$ cat src/design/pcs_pkg.sv
// pcs_pkg: shared register map, field positions, frame codes and carrier structs
// assumes: 32-bit APB slave, one word per register, 40 MHz core clock
package pcs_pkg;
    // register byte offsets
    localparam logic [7:0] REG_CMDBLK  = 8'h00; // feature/sector/lba/device/command block
    localparam logic [7:0] REG_CTRL    = 8'h04; // device control byte
    localparam logic [7:0] REG_STATUS  = 8'h08; // shadow status (read) / err in 15:8
    localparam logic [7:0] REG_CMD     = 8'h0C; // command byte, write issues the frame
    localparam logic [7:0] REG_DATA    = 8'h10; // 16-bit shadow data port
    localparam logic [7:0] REG_DMACTL  = 8'h14; // bit0 run, bit1 direction (1 = to memory)
    localparam logic [7:0] REG_IRQSTAT = 8'h18; // sticky events, write one to clear
    localparam logic [7:0] REG_IRQMASK = 8'h1C; // event enables
    localparam logic [7:0] REG_XFER    = 8'h20; // announced word count, phase
    // status bit positions
    localparam int ST_BSY = 7;
    localparam int ST_DRQ = 3;
    // interrupt event bits
    localparam int EV_SETUP = 0; // setup frame with interrupt flag applied
    localparam int EV_DONE  = 1; // completion register frame with interrupt flag
    localparam int EV_NUM   = 2;
    // reset values
    localparam logic [7:0] STATUS_RST = 8'h00;
    // fifo geometry
    localparam int FIFO_DEPTH = 16;
    localparam int FIFO_AW    = 4;
    localparam int WORD_W     = 16;
    // incoming frame kinds
    typedef enum logic [1:0]
    {
        FR_REG_D2H = 2'h0,
        FR_PIO_SET = 2'h1,
        FR_DATA    = 2'h2
    } pcs_frame_t;
    // header of an incoming register or setup frame
    typedef struct packed
    {
        logic [7:0]  status;   // beginning status for setup, status for register frame
        logic [7:0]  e_status; // ending status, setup frames only
        logic [7:0]  error;
        logic [15:0] count;    // words announced, setup frames only
        logic        dir_in;   // 1 = toward host
        logic        irq;      // header interrupt flag
        logic [31:0] regs;     // lba/sector bytes for the command block
    } pcs_hdr_t;
    // outgoing register host-to-device frame
    typedef struct packed
    {
        logic [31:0] cmdblk;
        logic [7:0]  ctrl;
        logic [7:0]  command;
    } pcs_h2d_t;
endpackage

$ cat src/design/pcs_fifo.sv
// pcs_fifo: speed-matching word fifo with valid/ready on both sides
// assumes: one clock, synchronous active-low reset, flush has priority
module pcs_fifo
(
    input  wire logic                        core_clk,
    input  wire logic                        rst_n,
    input  wire logic                        flush,
    input  wire logic                        in_valid,
    output logic                             in_ready,
    input  wire logic [pcs_pkg::WORD_W-1:0]  in_data,
    output logic                             out_valid,
    input  wire logic                        out_ready,
    output logic      [pcs_pkg::WORD_W-1:0]  out_data
);
    logic [pcs_pkg::WORD_W-1:0] mem [pcs_pkg::FIFO_DEPTH];
    logic [pcs_pkg::FIFO_AW:0]  wr_r;
    logic [pcs_pkg::FIFO_AW:0]  rd_r;
    logic                       push;
    logic                       pop;

    // extra pointer bit tells full from empty
    assign in_ready  = (wr_r - rd_r) != (pcs_pkg::FIFO_AW+1)'(pcs_pkg::FIFO_DEPTH);
    assign out_valid = wr_r != rd_r;
    assign out_data  = mem[rd_r[pcs_pkg::FIFO_AW-1:0]];
    assign push      = in_valid && in_ready;
    assign pop       = out_valid && out_ready;

    // pointers
    always_ff @(posedge core_clk)
    begin
        if (!rst_n || flush)
        begin
            wr_r <= '0;
            rd_r <= '0;
        end
        else
        begin
            if (push)
                wr_r <= wr_r + 1'b1;
            if (pop)
                rd_r <= rd_r + 1'b1;
        end
    end

    // storage needs no reset
    always_ff @(posedge core_clk)
    begin
        if (push)
            mem[wr_r[pcs_pkg::FIFO_AW-1:0]] <= in_data;
    end
endmodule

$ cat src/design/pcs_top.sv
// pcs_top: packet command shadow sequencer of a serial host adapter
// assumes: APB master on core_clk; link layer delivers decoded frames as strobes
module pcs_top
(
    input  wire logic                       core_clk,
    input  wire logic                       rst_n,
    input  wire logic                       psel,
    input  wire logic                       penable,
    input  wire logic                       pwrite,
    input  wire logic [7:0]                 paddr,
    input  wire logic [31:0]                pwdata,
    output logic      [31:0]                prdata,
    output logic                            pready,
    output logic                            pslverr,
    output logic                            irq,
    output logic                            h2d_valid,
    output pcs_pkg::pcs_h2d_t               h2d_frame,
    input  wire logic                       h2d_ack,
    input  wire logic                       rx_hdr_valid,
    input  wire pcs_pkg::pcs_frame_t        rx_kind,
    input  wire pcs_pkg::pcs_hdr_t          rx_hdr,
    input  wire logic                       rx_dvalid,
    output logic                            rx_dready,
    input  wire logic [15:0]                rx_dword,
    output logic                            tx_dvalid,
    input  wire logic                       tx_dready,
    output logic      [15:0]                tx_dword,
    output logic                            tx_eof,
    output logic                            dma_valid,
    output logic      [15:0]                dma_word,
    input  wire logic                       dma_ready
);
    typedef enum logic [1:0]
    {
        PH_IDLE = 2'b00,
        PH_OUT  = 2'b01,
        PH_IN   = 2'b11,
        PH_DMA  = 2'b10
    } pcs_phase_t;

    localparam int EV_W = pcs_pkg::EV_NUM;

    pcs_phase_t  phase_r;
    logic [31:0] cmdblk_r;
    logic [7:0]  ctrl_r;
    logic [7:0]  cmd_r;
    logic [7:0]  status_r;
    logic [7:0]  error_r;
    logic        dma_run_r;
    logic        dma_dir_r;
    logic [EV_W-1:0] ev_r;
    logic [EV_W-1:0] mask_r;
    logic        held_r;
    pcs_pkg::pcs_hdr_t hold_r;
    logic [15:0] cnt_r;
    logic [15:0] done_r;
    logic        eof_r;
    logic [31:0] rdata_nxt;
    logic [15:0] sent_r;

    // apb decode; every access completes in its first access cycle
    logic wr_acc;
    logic rd_acc;
    logic known;
    assign wr_acc = psel && penable && pwrite;
    assign rd_acc = psel && penable && !pwrite;
    assign known  = paddr[1:0] == 2'b00 && paddr <= pcs_pkg::REG_XFER;

    // transmit fifo ports
    logic tx_in_ready;
    logic tx_push;
    logic tx_out_valid;
    logic [15:0] tx_out_data;
    logic tx_pop;
    // receive fifo ports
    logic rx_in_ready;
    logic rx_push;
    logic rx_out_valid;
    logic [15:0] rx_out_data;
    logic rx_pop;
    logic flush;
    logic to_dma;
    logic tx_dvalid_hold;
    logic dma_take;
    logic dma_valid_nxt;

    // a stalled data write is refused rather than waited on, keeping pready one cycle
    assign tx_push = wr_acc && paddr == pcs_pkg::REG_DATA && phase_r == PH_OUT
                     && status_r[pcs_pkg::ST_DRQ] && tx_in_ready;
    assign rx_pop  = rd_acc && paddr == pcs_pkg::REG_DATA && phase_r == PH_IN
                     && rx_out_valid;
    assign flush   = wr_acc && paddr == pcs_pkg::REG_CMD;
    assign to_dma  = phase_r == PH_DMA;
    // a word counts as taken only where the link saw our registered ready
    assign rx_push = !to_dma && rx_dvalid && rx_dready && phase_r == PH_IN && rx_in_ready;
    assign tx_dvalid_hold = tx_dvalid && !tx_dready;
    assign tx_pop  = tx_out_valid && !tx_dvalid_hold;

    pcs_fifo u_txf
    (
        .core_clk  (core_clk),
        .rst_n     (rst_n),
        .flush     (flush),
        .in_valid  (tx_push),
        .in_ready  (tx_in_ready),
        .in_data   (pwdata[15:0]),
        .out_valid (tx_out_valid),
        .out_ready (tx_pop),
        .out_data  (tx_out_data)
    );

    pcs_fifo u_rxf
    (
        .core_clk  (core_clk),
        .rst_n     (rst_n),
        .flush     (flush),
        .in_valid  (rx_push),
        .in_ready  (rx_in_ready),
        .in_data   (rx_dword),
        .out_valid (rx_out_valid),
        .out_ready (rx_pop),
        .out_data  (rx_out_data)
    );

    // link-side transmit staging; eof marks last word of the frame
    always_ff @(posedge core_clk)
    begin
        if (!rst_n)
        begin
            tx_dvalid <= 1'b0;
            tx_dword  <= 16'h0000;
            tx_eof    <= 1'b0;
        end
        else if (tx_pop)
        begin
            tx_dvalid <= 1'b1;
            tx_dword  <= tx_out_data;
            tx_eof    <= eof_r && (sent_r + 16'h0001 == cnt_r);
        end
        else if (tx_dready)
        begin
            tx_dvalid <= 1'b0;
            tx_eof    <= 1'b0;
        end
    end

    // words handed to the link since the last setup frame; a setup frame arriving
    // while the previous frame still drains would miscount, the drive never does that
    always_ff @(posedge core_clk)
    begin
        if (!rst_n || flush || (rx_hdr_valid && rx_kind == pcs_pkg::FR_PIO_SET))
            sent_r <= 16'h0000;
        else if (tx_pop)
            sent_r <= sent_r + 16'h0001;
    end

    // dma staging holds each word until the engine takes it
    assign dma_take      = to_dma && rx_dvalid && rx_dready;
    assign dma_valid_nxt = dma_take || (dma_valid && !dma_ready);

    // receive and dma flow control outputs; ready is registered, so it is only
    // offered where a word taken next cycle cannot overrun fifo or staging
    always_ff @(posedge core_clk)
    begin
        if (!rst_n)
        begin
            rx_dready <= 1'b0;
            dma_valid <= 1'b0;
            dma_word  <= 16'h0000;
        end
        else
        begin
            rx_dready <= to_dma ? !dma_valid_nxt
                                : (phase_r == PH_IN && rx_in_ready && !rx_push);
            dma_valid <= dma_valid_nxt;
            if (dma_take)
                dma_word <= rx_dword;
        end
    end

    // outbound register frame toward the drive
    always_ff @(posedge core_clk)
    begin
        if (!rst_n)
        begin
            h2d_valid <= 1'b0;
            h2d_frame <= '0;
        end
        else if (flush)
        begin
            h2d_valid         <= 1'b1;
            h2d_frame.cmdblk  <= cmdblk_r;
            h2d_frame.ctrl    <= ctrl_r;
            h2d_frame.command <= pwdata[7:0];
        end
        else if (h2d_ack)
            h2d_valid <= 1'b0;
    end

    // sequencing of shadow status, held setup context and counts
    always_ff @(posedge core_clk)
    begin
        if (!rst_n)
        begin
            phase_r  <= PH_IDLE;
            status_r <= pcs_pkg::STATUS_RST;
            error_r  <= 8'h00;
            held_r   <= 1'b0;
            hold_r   <= '0;
            cnt_r    <= 16'h0000;
            done_r   <= 16'h0000;
            eof_r    <= 1'b0;
            cmdblk_r <= 32'h0000_0000;
        end
        else
        begin
            if (wr_acc && paddr == pcs_pkg::REG_CMDBLK)
                cmdblk_r <= pwdata;
            if (flush)
            begin
                status_r <= 8'h80;
                phase_r  <= dma_run_r ? PH_DMA : PH_IDLE;
                held_r   <= 1'b0;
                eof_r    <= 1'b0;
            end
            else if (rx_hdr_valid && rx_kind == pcs_pkg::FR_PIO_SET)
            begin
                cnt_r  <= rx_rdcnt(rx_hdr.count);
                done_r <= 16'h0000;
                hold_r <= rx_hdr;
                if (rx_hdr.dir_in)
                begin
                    held_r  <= 1'b1;
                    phase_r <= PH_IN;
                end
                else
                begin
                    status_r <= rx_hdr.status;
                    error_r  <= rx_hdr.error;
                    phase_r  <= PH_OUT;
                    eof_r    <= 1'b0;
                end
            end
            else if (rx_hdr_valid && rx_kind == pcs_pkg::FR_DATA && held_r)
            begin
                held_r   <= 1'b0;
                status_r <= hold_r.status;
                error_r  <= hold_r.error;
                cmdblk_r <= hold_r.regs;
            end
            else if (rx_hdr_valid && rx_kind == pcs_pkg::FR_REG_D2H)
            begin
                if (!rx_hdr.status[pcs_pkg::ST_BSY])
                begin
                    status_r <= rx_hdr.status;
                    error_r  <= rx_hdr.error;
                    cmdblk_r <= rx_hdr.regs;
                    phase_r  <= PH_IDLE;
                end
            end
            else if (phase_r == PH_OUT && tx_push)
            begin
                done_r <= done_r + 16'h0001;
                if (done_r + 16'h0001 == cnt_r)
                begin
                    status_r <= hold_r.e_status;
                    eof_r    <= 1'b1;
                    // an armed engine must still catch the data frame after the packet
                    phase_r  <= dma_run_r ? PH_DMA : PH_IDLE;
                end
            end
            else if (phase_r == PH_IN && !held_r)
            begin
                if (rx_push)
                    done_r <= done_r + 16'h0001;
                if (done_r == cnt_r && !rx_out_valid && status_r[pcs_pkg::ST_DRQ])
                begin
                    status_r <= hold_r.e_status;
                    phase_r  <= PH_IDLE;
                end
            end
        end
    end

    function automatic logic [15:0] rx_rdcnt(input logic [15:0] c);
        rx_rdcnt = c;
    endfunction

    // sticky events: set beats a same-cycle clear
    logic [EV_W-1:0] ev_set;
    logic [EV_W-1:0] ev_nxt;
    logic [EV_W-1:0] mask_nxt;
    always_comb
    begin
        ev_set = '0;
        ev_set[pcs_pkg::EV_SETUP] = (rx_hdr_valid && rx_kind == pcs_pkg::FR_PIO_SET
                                     && !rx_hdr.dir_in && rx_hdr.irq)
                                  || (rx_hdr_valid && rx_kind == pcs_pkg::FR_DATA
                                     && held_r && hold_r.irq);
        ev_set[pcs_pkg::EV_DONE]  = rx_hdr_valid && rx_kind == pcs_pkg::FR_REG_D2H
                                  && !rx_hdr.status[pcs_pkg::ST_BSY] && rx_hdr.irq;
        ev_nxt   = ev_r;
        mask_nxt = mask_r;
        if (wr_acc && paddr == pcs_pkg::REG_IRQSTAT)
            ev_nxt = ev_r & ~pwdata[EV_W-1:0];
        if (wr_acc && paddr == pcs_pkg::REG_IRQMASK)
            mask_nxt = pwdata[EV_W-1:0];
        ev_nxt = ev_nxt | ev_set;
    end

    // control registers
    always_ff @(posedge core_clk)
    begin
        if (!rst_n)
        begin
            ev_r      <= '0;
            mask_r    <= '0;
            ctrl_r    <= 8'h00;
            cmd_r     <= 8'h00;
            dma_run_r <= 1'b0;
            dma_dir_r <= 1'b0;
            irq       <= 1'b0;
        end
        else
        begin
            ev_r   <= ev_nxt;
            mask_r <= mask_nxt;
            // next values keep irq in step with a mask write as well
            irq    <= |(ev_nxt & mask_nxt);
            if (wr_acc && paddr == pcs_pkg::REG_CTRL)
                ctrl_r <= pwdata[7:0];
            if (flush)
                cmd_r <= pwdata[7:0];
            if (wr_acc && paddr == pcs_pkg::REG_DMACTL)
            begin
                dma_run_r <= pwdata[0];
                dma_dir_r <= pwdata[1];
            end
        end
    end

    // read mux
    always_comb
    begin
        rdata_nxt = 32'h0000_0000;
        unique case (paddr)
            pcs_pkg::REG_CMDBLK:  rdata_nxt = cmdblk_r;
            pcs_pkg::REG_CTRL:    rdata_nxt = {24'h000000, ctrl_r};
            pcs_pkg::REG_STATUS:  rdata_nxt = {16'h0000, error_r, status_r};
            pcs_pkg::REG_CMD:     rdata_nxt = {24'h000000, cmd_r};
            pcs_pkg::REG_DATA:    rdata_nxt = {16'h0000, rx_out_valid ? rx_out_data : 16'h0000};
            pcs_pkg::REG_DMACTL:  rdata_nxt = {30'h0, dma_dir_r, dma_run_r};
            pcs_pkg::REG_IRQSTAT: rdata_nxt = {30'h0, ev_r};
            pcs_pkg::REG_IRQMASK: rdata_nxt = {30'h0, mask_r};
            pcs_pkg::REG_XFER:    rdata_nxt = {phase_r, 14'h0000, cnt_r};
            default:              rdata_nxt = 32'h0000_0000;
        endcase
    end

    // apb answer: pready high in the access cycle of every transfer
    always_ff @(posedge core_clk)
    begin
        if (!rst_n)
        begin
            pready  <= 1'b0;
            prdata  <= 32'h0000_0000;
            pslverr <= 1'b0;
        end
        else
        begin
            pready  <= psel && !penable;
            prdata  <= rdata_nxt;
            pslverr <= psel && !penable && !known;
        end
    end

    // assertions
    property p_busy_on_cmd;
        @(posedge core_clk) disable iff (!rst_n)
        flush |=> status_r[pcs_pkg::ST_BSY] && h2d_valid;
    endproperty
    a_busy_on_cmd: assert property (p_busy_on_cmd) else $error("busy not set");

    property p_setup_out;
        @(posedge core_clk) disable iff (!rst_n)
        rx_hdr_valid && rx_kind == pcs_pkg::FR_PIO_SET && !rx_hdr.dir_in && !flush
        |=> status_r == $past(rx_hdr.status);
    endproperty
    a_setup_out: assert property (p_setup_out) else $error("setup status not loaded");

    property p_hold_in;
        @(posedge core_clk) disable iff (!rst_n)
        rx_hdr_valid && rx_kind == pcs_pkg::FR_PIO_SET && rx_hdr.dir_in && !flush
        |=> held_r && $stable(status_r);
    endproperty
    a_hold_in: assert property (p_hold_in) else $error("setup applied early");

    property p_data_apply;
        @(posedge core_clk) disable iff (!rst_n)
        rx_hdr_valid && rx_kind == pcs_pkg::FR_DATA && held_r && !flush
        |=> !held_r && status_r == $past(hold_r.status);
    endproperty
    a_data_apply: assert property (p_data_apply) else $error("held setup not applied");

    property p_irq_level;
        @(posedge core_clk) disable iff (!rst_n)
        irq == (|(ev_r & mask_r));
    endproperty
    a_irq_level: assert property (p_irq_level) else $error("irq not level of events");

    property p_done_irq;
        @(posedge core_clk) disable iff (!rst_n)
        ev_set[pcs_pkg::EV_DONE] |=> ev_r[pcs_pkg::EV_DONE];
    endproperty
    a_done_irq: assert property (p_done_irq) else $error("completion event lost");

    property p_cmpl;
        @(posedge core_clk) disable iff (!rst_n)
        rx_hdr_valid && rx_kind == pcs_pkg::FR_REG_D2H && !rx_hdr.status[pcs_pkg::ST_BSY]
        && !flush |=> !status_r[pcs_pkg::ST_BSY] && phase_r == PH_IDLE;
    endproperty
    a_cmpl: assert property (p_cmpl) else $error("completion not applied");

    property p_no_push_idle;
        @(posedge core_clk) disable iff (!rst_n)
        tx_push |-> phase_r == PH_OUT;
    endproperty
    a_no_push_idle: assert property (p_no_push_idle) else $error("push outside out phase");

    property p_dma_hold;
        @(posedge core_clk) disable iff (!rst_n)
        dma_valid && !dma_ready |=> dma_valid && $stable(dma_word);
    endproperty
    a_dma_hold: assert property (p_dma_hold) else $error("dma word dropped");

    property p_rst;
        @(posedge core_clk)
        !rst_n |=> !status_r[pcs_pkg::ST_DRQ] && !held_r && !rx_out_valid;
    endproperty
    a_rst: assert property (p_rst) else $error("reset state wrong");
endmodule

$ cat config.mk
export PLATFORM = sky130hd
export DESIGN_NAME = pcs_top
export DESIGN_NICKNAME = d
export VERILOG_FILES = /design/src/design/pcs_pkg.sv /design/src/design/pcs_fifo.sv /design/src/design/pcs_top.sv
export SDC_FILE = /design/constraint.sdc
export NUM_CORES = 1
export LEC_CHECK = 0
export ABC_AREA = 0
export BUFFER_PORTS_ARGS = -buffer_cell sky130_fd_sc_hd__buf_2
export CORE_MARGIN = 2
export CORE_UTILIZATION = 25
export CTS_BUF_LIST = sky130_fd_sc_hd__clkbuf_8
export DETAILED_ROUTE_END_ITERATION = 8
export PLACE_DENSITY = 0.47
export SYNTH_ARGS = -nofsm -noshare
export SYNTH_HDL_FRONTEND = slang
export SYNTH_SLANG_ARGS = --single-unit
export TNS_END_PERCENT = 30
$ cat constraint.sdc
create_clock -name core_clk -period 8.6 [get_ports core_clk]
set_input_delay 0.86 -clock core_clk [delete_from_list [all_inputs] [get_ports core_clk]]
set_output_delay 0.86 -clock core_clk [all_outputs]
set_load 0.05 [all_outputs]
==> results of run 1 <==
==> layer usage <==
layer  GRT usage  up-vias  part of all wire
li1            -    10100                 -
met1       0.210    11200              0.46
met2       0.235      611              0.46
met3      0.0420      147             0.061
met4      0.0433       10             0.020
met5           0        -           0.00060
==> worst max-delay path by stage <==
stage | start | endpoint | slack [ns] | cells past startpoint
after global placement | paddr[5] | u_txf.mem[3][15] | 4.17 | 7
after floorplan | u_txf.rd_r[1] | u_txf.mem[3][0] | 4.49 | 11
after detailed placement | paddr[5] | u_txf.mem[3][15] | 4.12 | 7
after global routing | u_txf.rd_r[3] | done_r[15] | 4.34 | 11
after CTS | u_txf.rd_r[3] | done_r[15] | 4.51 | 11
final | phase_r[1] | u_rxf.mem[3][2] | 4.59 | 5
==> power groups by stage <==
stage	clock [mW]	combinational [mW]	sequential (mW)
2_1_floorplan	0	0.276	4.38
3_3_place_gp	0	0.510	4.38
3_5_place_dp	0	0.511	4.38
4_1_cts	3.65	0.512	4.30
5_1_grt	3.82	0.542	4.30
6_report	3.53	0.500	4.30
==> worst max-delay path, delay by kind of cell, from the launching register on <==
family,cells,cell delay (ns)
flip-flops,1,0.89
AND/OR/NAND/NOR,4,2.39
buffers and inverters,1,0.38
==> cells by family (layout without fill, tap and decap cells) <==
kind of cell             count (synthesis)  count (layout)
multiplexers                           216             216
XOR/XNOR                                86              86
flip-flops                             827             827
adder cells (fa/ha/maj)                 20              20
buffers and inverters                  188             595
other                                    0               7
AND/OR/NAND/NOR                        826             826
AO/OA/AOI/OAI                          416             416
==> Yosys cell counts (35+ instances only) <==
cell type / count / area, um^2
edfxtp_1: 512 / 15400
xor2_1: 35 / 307
xnor2_1: 51 / 447
mux2i_1: 56 / 561
mux4_2: 152 / 3420
dfxtp_1: 315 / 6310
clkbuf_1: 127 / 477
nand2_1: 522 / 1960
o21ai_0: 110 / 551
nand3_1: 49 / 245
a21boi_0: 169 / 1270
nor2_1: 107 / 402
==> through the flow <==
stage | total power [mW] | area (um^2) | instances
finish | 8.32 | 40200 | 4774
global route | 8.66 | 40200 | 4771
CTS | 8.46 | 40200 | 4767
detailed placement | 4.89 | 37300 | 4500
global placement | 4.89 | 37300 | 4500
floorplan | 4.66 | 33900 | 2579
==> area by class of cell <==
type                    count  area, um^2  area share
well taps                1781        2230      0.0555
diodes                      7        17.5    0.000436
clock buffers             159        2190      0.0545
multi-input cells        1564       11700       0.290
inverters                  16        60.1     0.00149
repair buffers            312        1700      0.0422
flip-flops and latches    827       21700       0.540
clock inverters           108         624      0.0155
==> sequential cells by signal, indices dropped and copies added (netlist names), 32 cells and up, named ones only <==
| signal | count |
|---|---|
| u_txf.mem | 256 |
| prdata | 32 |
| hold_r | 57 |
| h2d_frame | 40 |
| u_rxf.mem | 256 |
| cmdblk_r | 32 |
==> metrics.txt, run 1 <==
Setup CP Type reg2reg; pins over their slew limit 0; final wirelength 108,000 um; mux contribution to synthesized area 0.120; xor/xnor share of the synthesized area 0.0222; mapped cell area 33,900 um^2; critical path fanouts, max 9; nature of the critical path startpoint flop; vias in the first global route 21,700; reg2reg path depth 5; Final min period 4.01 ns; drt wl/cell 22.6 um; commonest non-fill, non-tap cell in the layout nand2_1; synthesized-area fraction occupied by adder cells 0.00737; Synth warnings 0; Synth Area in Compound Gates 0.0849; Clock Power Share 0.424; H-tree levels 4; Slowest-stage cell, CP dfxtp_1; initial antenna violation count 17; Post-Synth Simple-Gate Area 0.105; PwrDens 207 nW/um^2; Int Power 6.25 mW; clock tree buffer depth 3; Hold Path Stages 2; CP required 9.14 ns; Die Y 372 um; 1st-iter DRT viols 1,572; max-cap violations 0; Routed Antenna Nets 0; Psw 2.08 mW; largest family of logic cells by synthesized area multiplexers; hold endpoint pready; final worst slack 4.59 ns; period utilization 0.466; core footprint 135,000 um^2; clock latency at the later pin of the worst-skew pair 0.86 ns; Fin. Hold Viols 0; I/O pin total 262; outcome complete, no violations; final setup fails 0; vias per cell 4.63; RR Endpoint u_rxf.mem[3][2]; RSZ-0062 raised after global routing false; HPWL after DPL 70,900 um; Synth cell types 69; reg2reg start phase_r[1]; Most used DFF post-synth edfxtp_1; Sink Count 827; HP Start penable; P_leak 13.8 nW; Syn Area/Cell 13.2 um^2; clock-pin slew on the worst setup and hold paths 0.06 ns; initial core utilization 0.251; DRC 0; worst slew pin tran 1.15 ns; CTS buffer count 147; cts hold-fix bufs 0; fill count 13,800; global route overflow 0; Layout area overhead 18.4%; CTS root buffer clkbuf_8; Synth Register Bits 827; CP endpoint kind flop; WP data arrival 4.55 ns; post-cts resize count 0; setup repair bufs after CTS 0; Post-synth EDFFs 512; largest stage delay on the critical path 0.89 ns; commonest non-fill, non-tap cells in the layout 519 x nand2_1, 512 x edfxtp_1, 310 x dfxtp_1; Site Rows 135; first-pass GRT wire length 154,000 um; Synth Instances 2,579; fin util 0.297; worst hold-check path type in2reg; die area 139,000 um^2; Combinational Power Share 0.060; CP Cell Sequence nand4_1 > nor2_1 > nand2_1 > nor3_2 > buf_4; share of power burned in registers 0.516; IO Port Bufs 261; largest net degree at the start of global routing 81; worst relative slew slack 0.232; detailed-route via count 22,100; clk_skew 0.0486 ns; CTS tree yes; Layout Nets 3,030; peak supply drop 126 uV; dpl ws 4.12 ns; TNS Setup 0 ns; RePlAce Congestion 0.823; f_max 0.250 GHz; Pre-Repair DR Iteration Count 7; ys async rst share 0; gr usage total 0.153; Synthesized Nets 2,741; share of layout cells above drive strength 1 0.240; reg2reg setup slack 4.59 ns; worst hold slack 0.226 ns; Sw Share 0.250; register area share after synthesis 0.639; Die W 372 um
Note: power is estimated with default switching activity, not from simulation.
==> inputs of run 2 (changes only) <==
Clock period 8.6 ns to 4 ns, I/O delays scaled along.
==> run 2 against run 1 <==
Setup slack worse by 4.2 ns. Clock skew rose by 0.0049 ns. Register-to-register slack worse by 4.0 ns. Global-route usage grew 0.060 points.
==> metrics.txt, run 2 (synthesis results as in run 1) <==
Final min period 3.57 ns; dpl cells 4,544; Die Y 372 um; PwrDens 428 nW/um^2; Non-Filler Instances 4,960; drt wl/cell 21.6 um; share of layout cells above drive strength 1 0.237; commonest non-fill, non-tap cells in the layout 519 x nand2_1, 512 x edfxtp_1, 310 x dfxtp_1; worst relative slew slack 0.261; detailed-route via count 22,700; Fin. Hold Viols 0; global route overflow 0; P_leak 14.7 nW; vias in the first global route 22,900; RSZ-0062 raised after global routing false; initial core utilization 0.251; CP endpoint kind flop; clock-pin slew on the worst setup and hold paths 0.06 ns; pins over their slew limit 0; Site Rows 135; multi-input logic area 11,600 um^2; die area 139,000 um^2; HPWL after DPL 71,800 um; worst hold-check path type in2reg; period utilization 0.892; post-cts resize count 0; largest net degree at the start of global routing 76; final instance area 42,000 um^2; reg2reg setup slack 0.64 ns; final wirelength 107,000 um; clk_skew 0.0535 ns; f_max 0.280 GHz; Routed Antenna Nets 0; CP required 4.80 ns; Layout area overhead 23.8%; vias per cell 4.58; CTS root buffer clkbuf_8; gr usage total 0.153; DP Area 37,800 um^2; I/O pin total 262; outcome complete, no violations; critical path fanouts, max 31; peak supply drop 277 uV; WP data arrival 4.36 ns; core footprint 135,000 um^2; RePlAce Congestion 0.830; Hold Path Stages 1; commonest non-fill, non-tap cell in the layout nand2_1; reg2reg start u_txf.wr_r[3]; clock tree buffer depth 3; 1st-iter DRT viols 1,872; nature of the critical path startpoint primary input; dpl ws 0.616 ns; HP Start pwdata[6]; IO Port Bufs 261; Layout Nets 3,222; hold endpoint u_txf.mem[6][6]; Tot Pwr 18.0 mW; worst slew pin tran 1.11 ns; Setup CP Type in2reg; Die W 372 um; CTS buffer count 150; H-tree levels 4; max-cap violations 0; Pre-Repair DR Iteration Count 5; DRC 0; Sink Count 827; CTS tree yes; final worst slack 0.433 ns; initial antenna violation count 11; final setup fails 0; first-pass GRT wire length 156,000 um; fill count 13,700; FF+latch area 21,700 um^2; reg2reg path depth 11; RR Endpoint done_r[11]; clock latency at the later pin of the worst-skew pair 0.88 ns
-- run 2: worst max path at each step --
stage,cells after the start,end,start
after detailed placement,10,cnt_r[7],paddr[4]
after floorplan,11,u_txf.mem[0][0],u_txf.rd_r[1]
after CTS,12,cmdblk_r[26],paddr[2]
final,12,cmdblk_r[26],paddr[2]
after global routing,12,cmdblk_r[26],paddr[2]
after global placement,10,cnt_r[10],paddr[4]
-- run 2: what timing repair did --
| item | 4_1_cts | 5_1_grt |
|---|---|---|
| endpoints found under the hold margin | 654 | 0 |
| endpoints found under the setup margin | 0 | 0 |
| buffers inserted | 0 | 0 |
| hold buffers | 145 | 0 |
-- run 2: area by class of cell --
type,instances,share of cell area
sequential,827,0.516
inverter,16,0.00143
tap,1781,0.0530
antenna,4,0.000238
clock buffer,155,0.0508
clock inverter,112,0.0159
timing repair buffer,501,0.0854
multi-input combinational,1564,0.277
-- run 2: report_power, final --
group / total [mW] / switching, mW / internal [mW]
clock: 7.57 / 3.68 / 3.89
sequential: 9.19 / 0.0757 / 9.12
combinational: 1.22 / 0.718 / 0.505
total: 18.0 / 4.47 / 13.5
-- run 2: per-stage QoR --
step | TNS (ns) | utilization | hold slack, ns
final | 0 | 0.311 | 0.0982
after global routing | 0 | 0.311 | 0.0329
after CTS | 0 | 0.311 | 0.000230
after detailed placement | 0 | 0.279 | 0.455
after global placement | 0 | 0.279 | 0.450
after floorplan | -3.80 | - | 0.434
-- run 2: critical path: stages --
cell,delay [ns]
dlygate4sd3_1,0.55
buf_2,0.16
and4_1,0.31
and2_2,0.30
buf_4,0.26
nor2_4,0.90
nand2_1,0.09
o21ai_0,0.10
nand2_1,0.07
dlygate4sd3_1,0.56
o21ai_0,0.07
dlygate4sd3_1,0.58
-- run 2: layer usage --
layer	wire [um]	global-route usage	up-vias
met5	11	0	-
met4	2770	0.0476	2
met3	5340	0.0302	168
met2	49300	0.238	654
met1	49800	0.215	11400
li1	-	-	10500
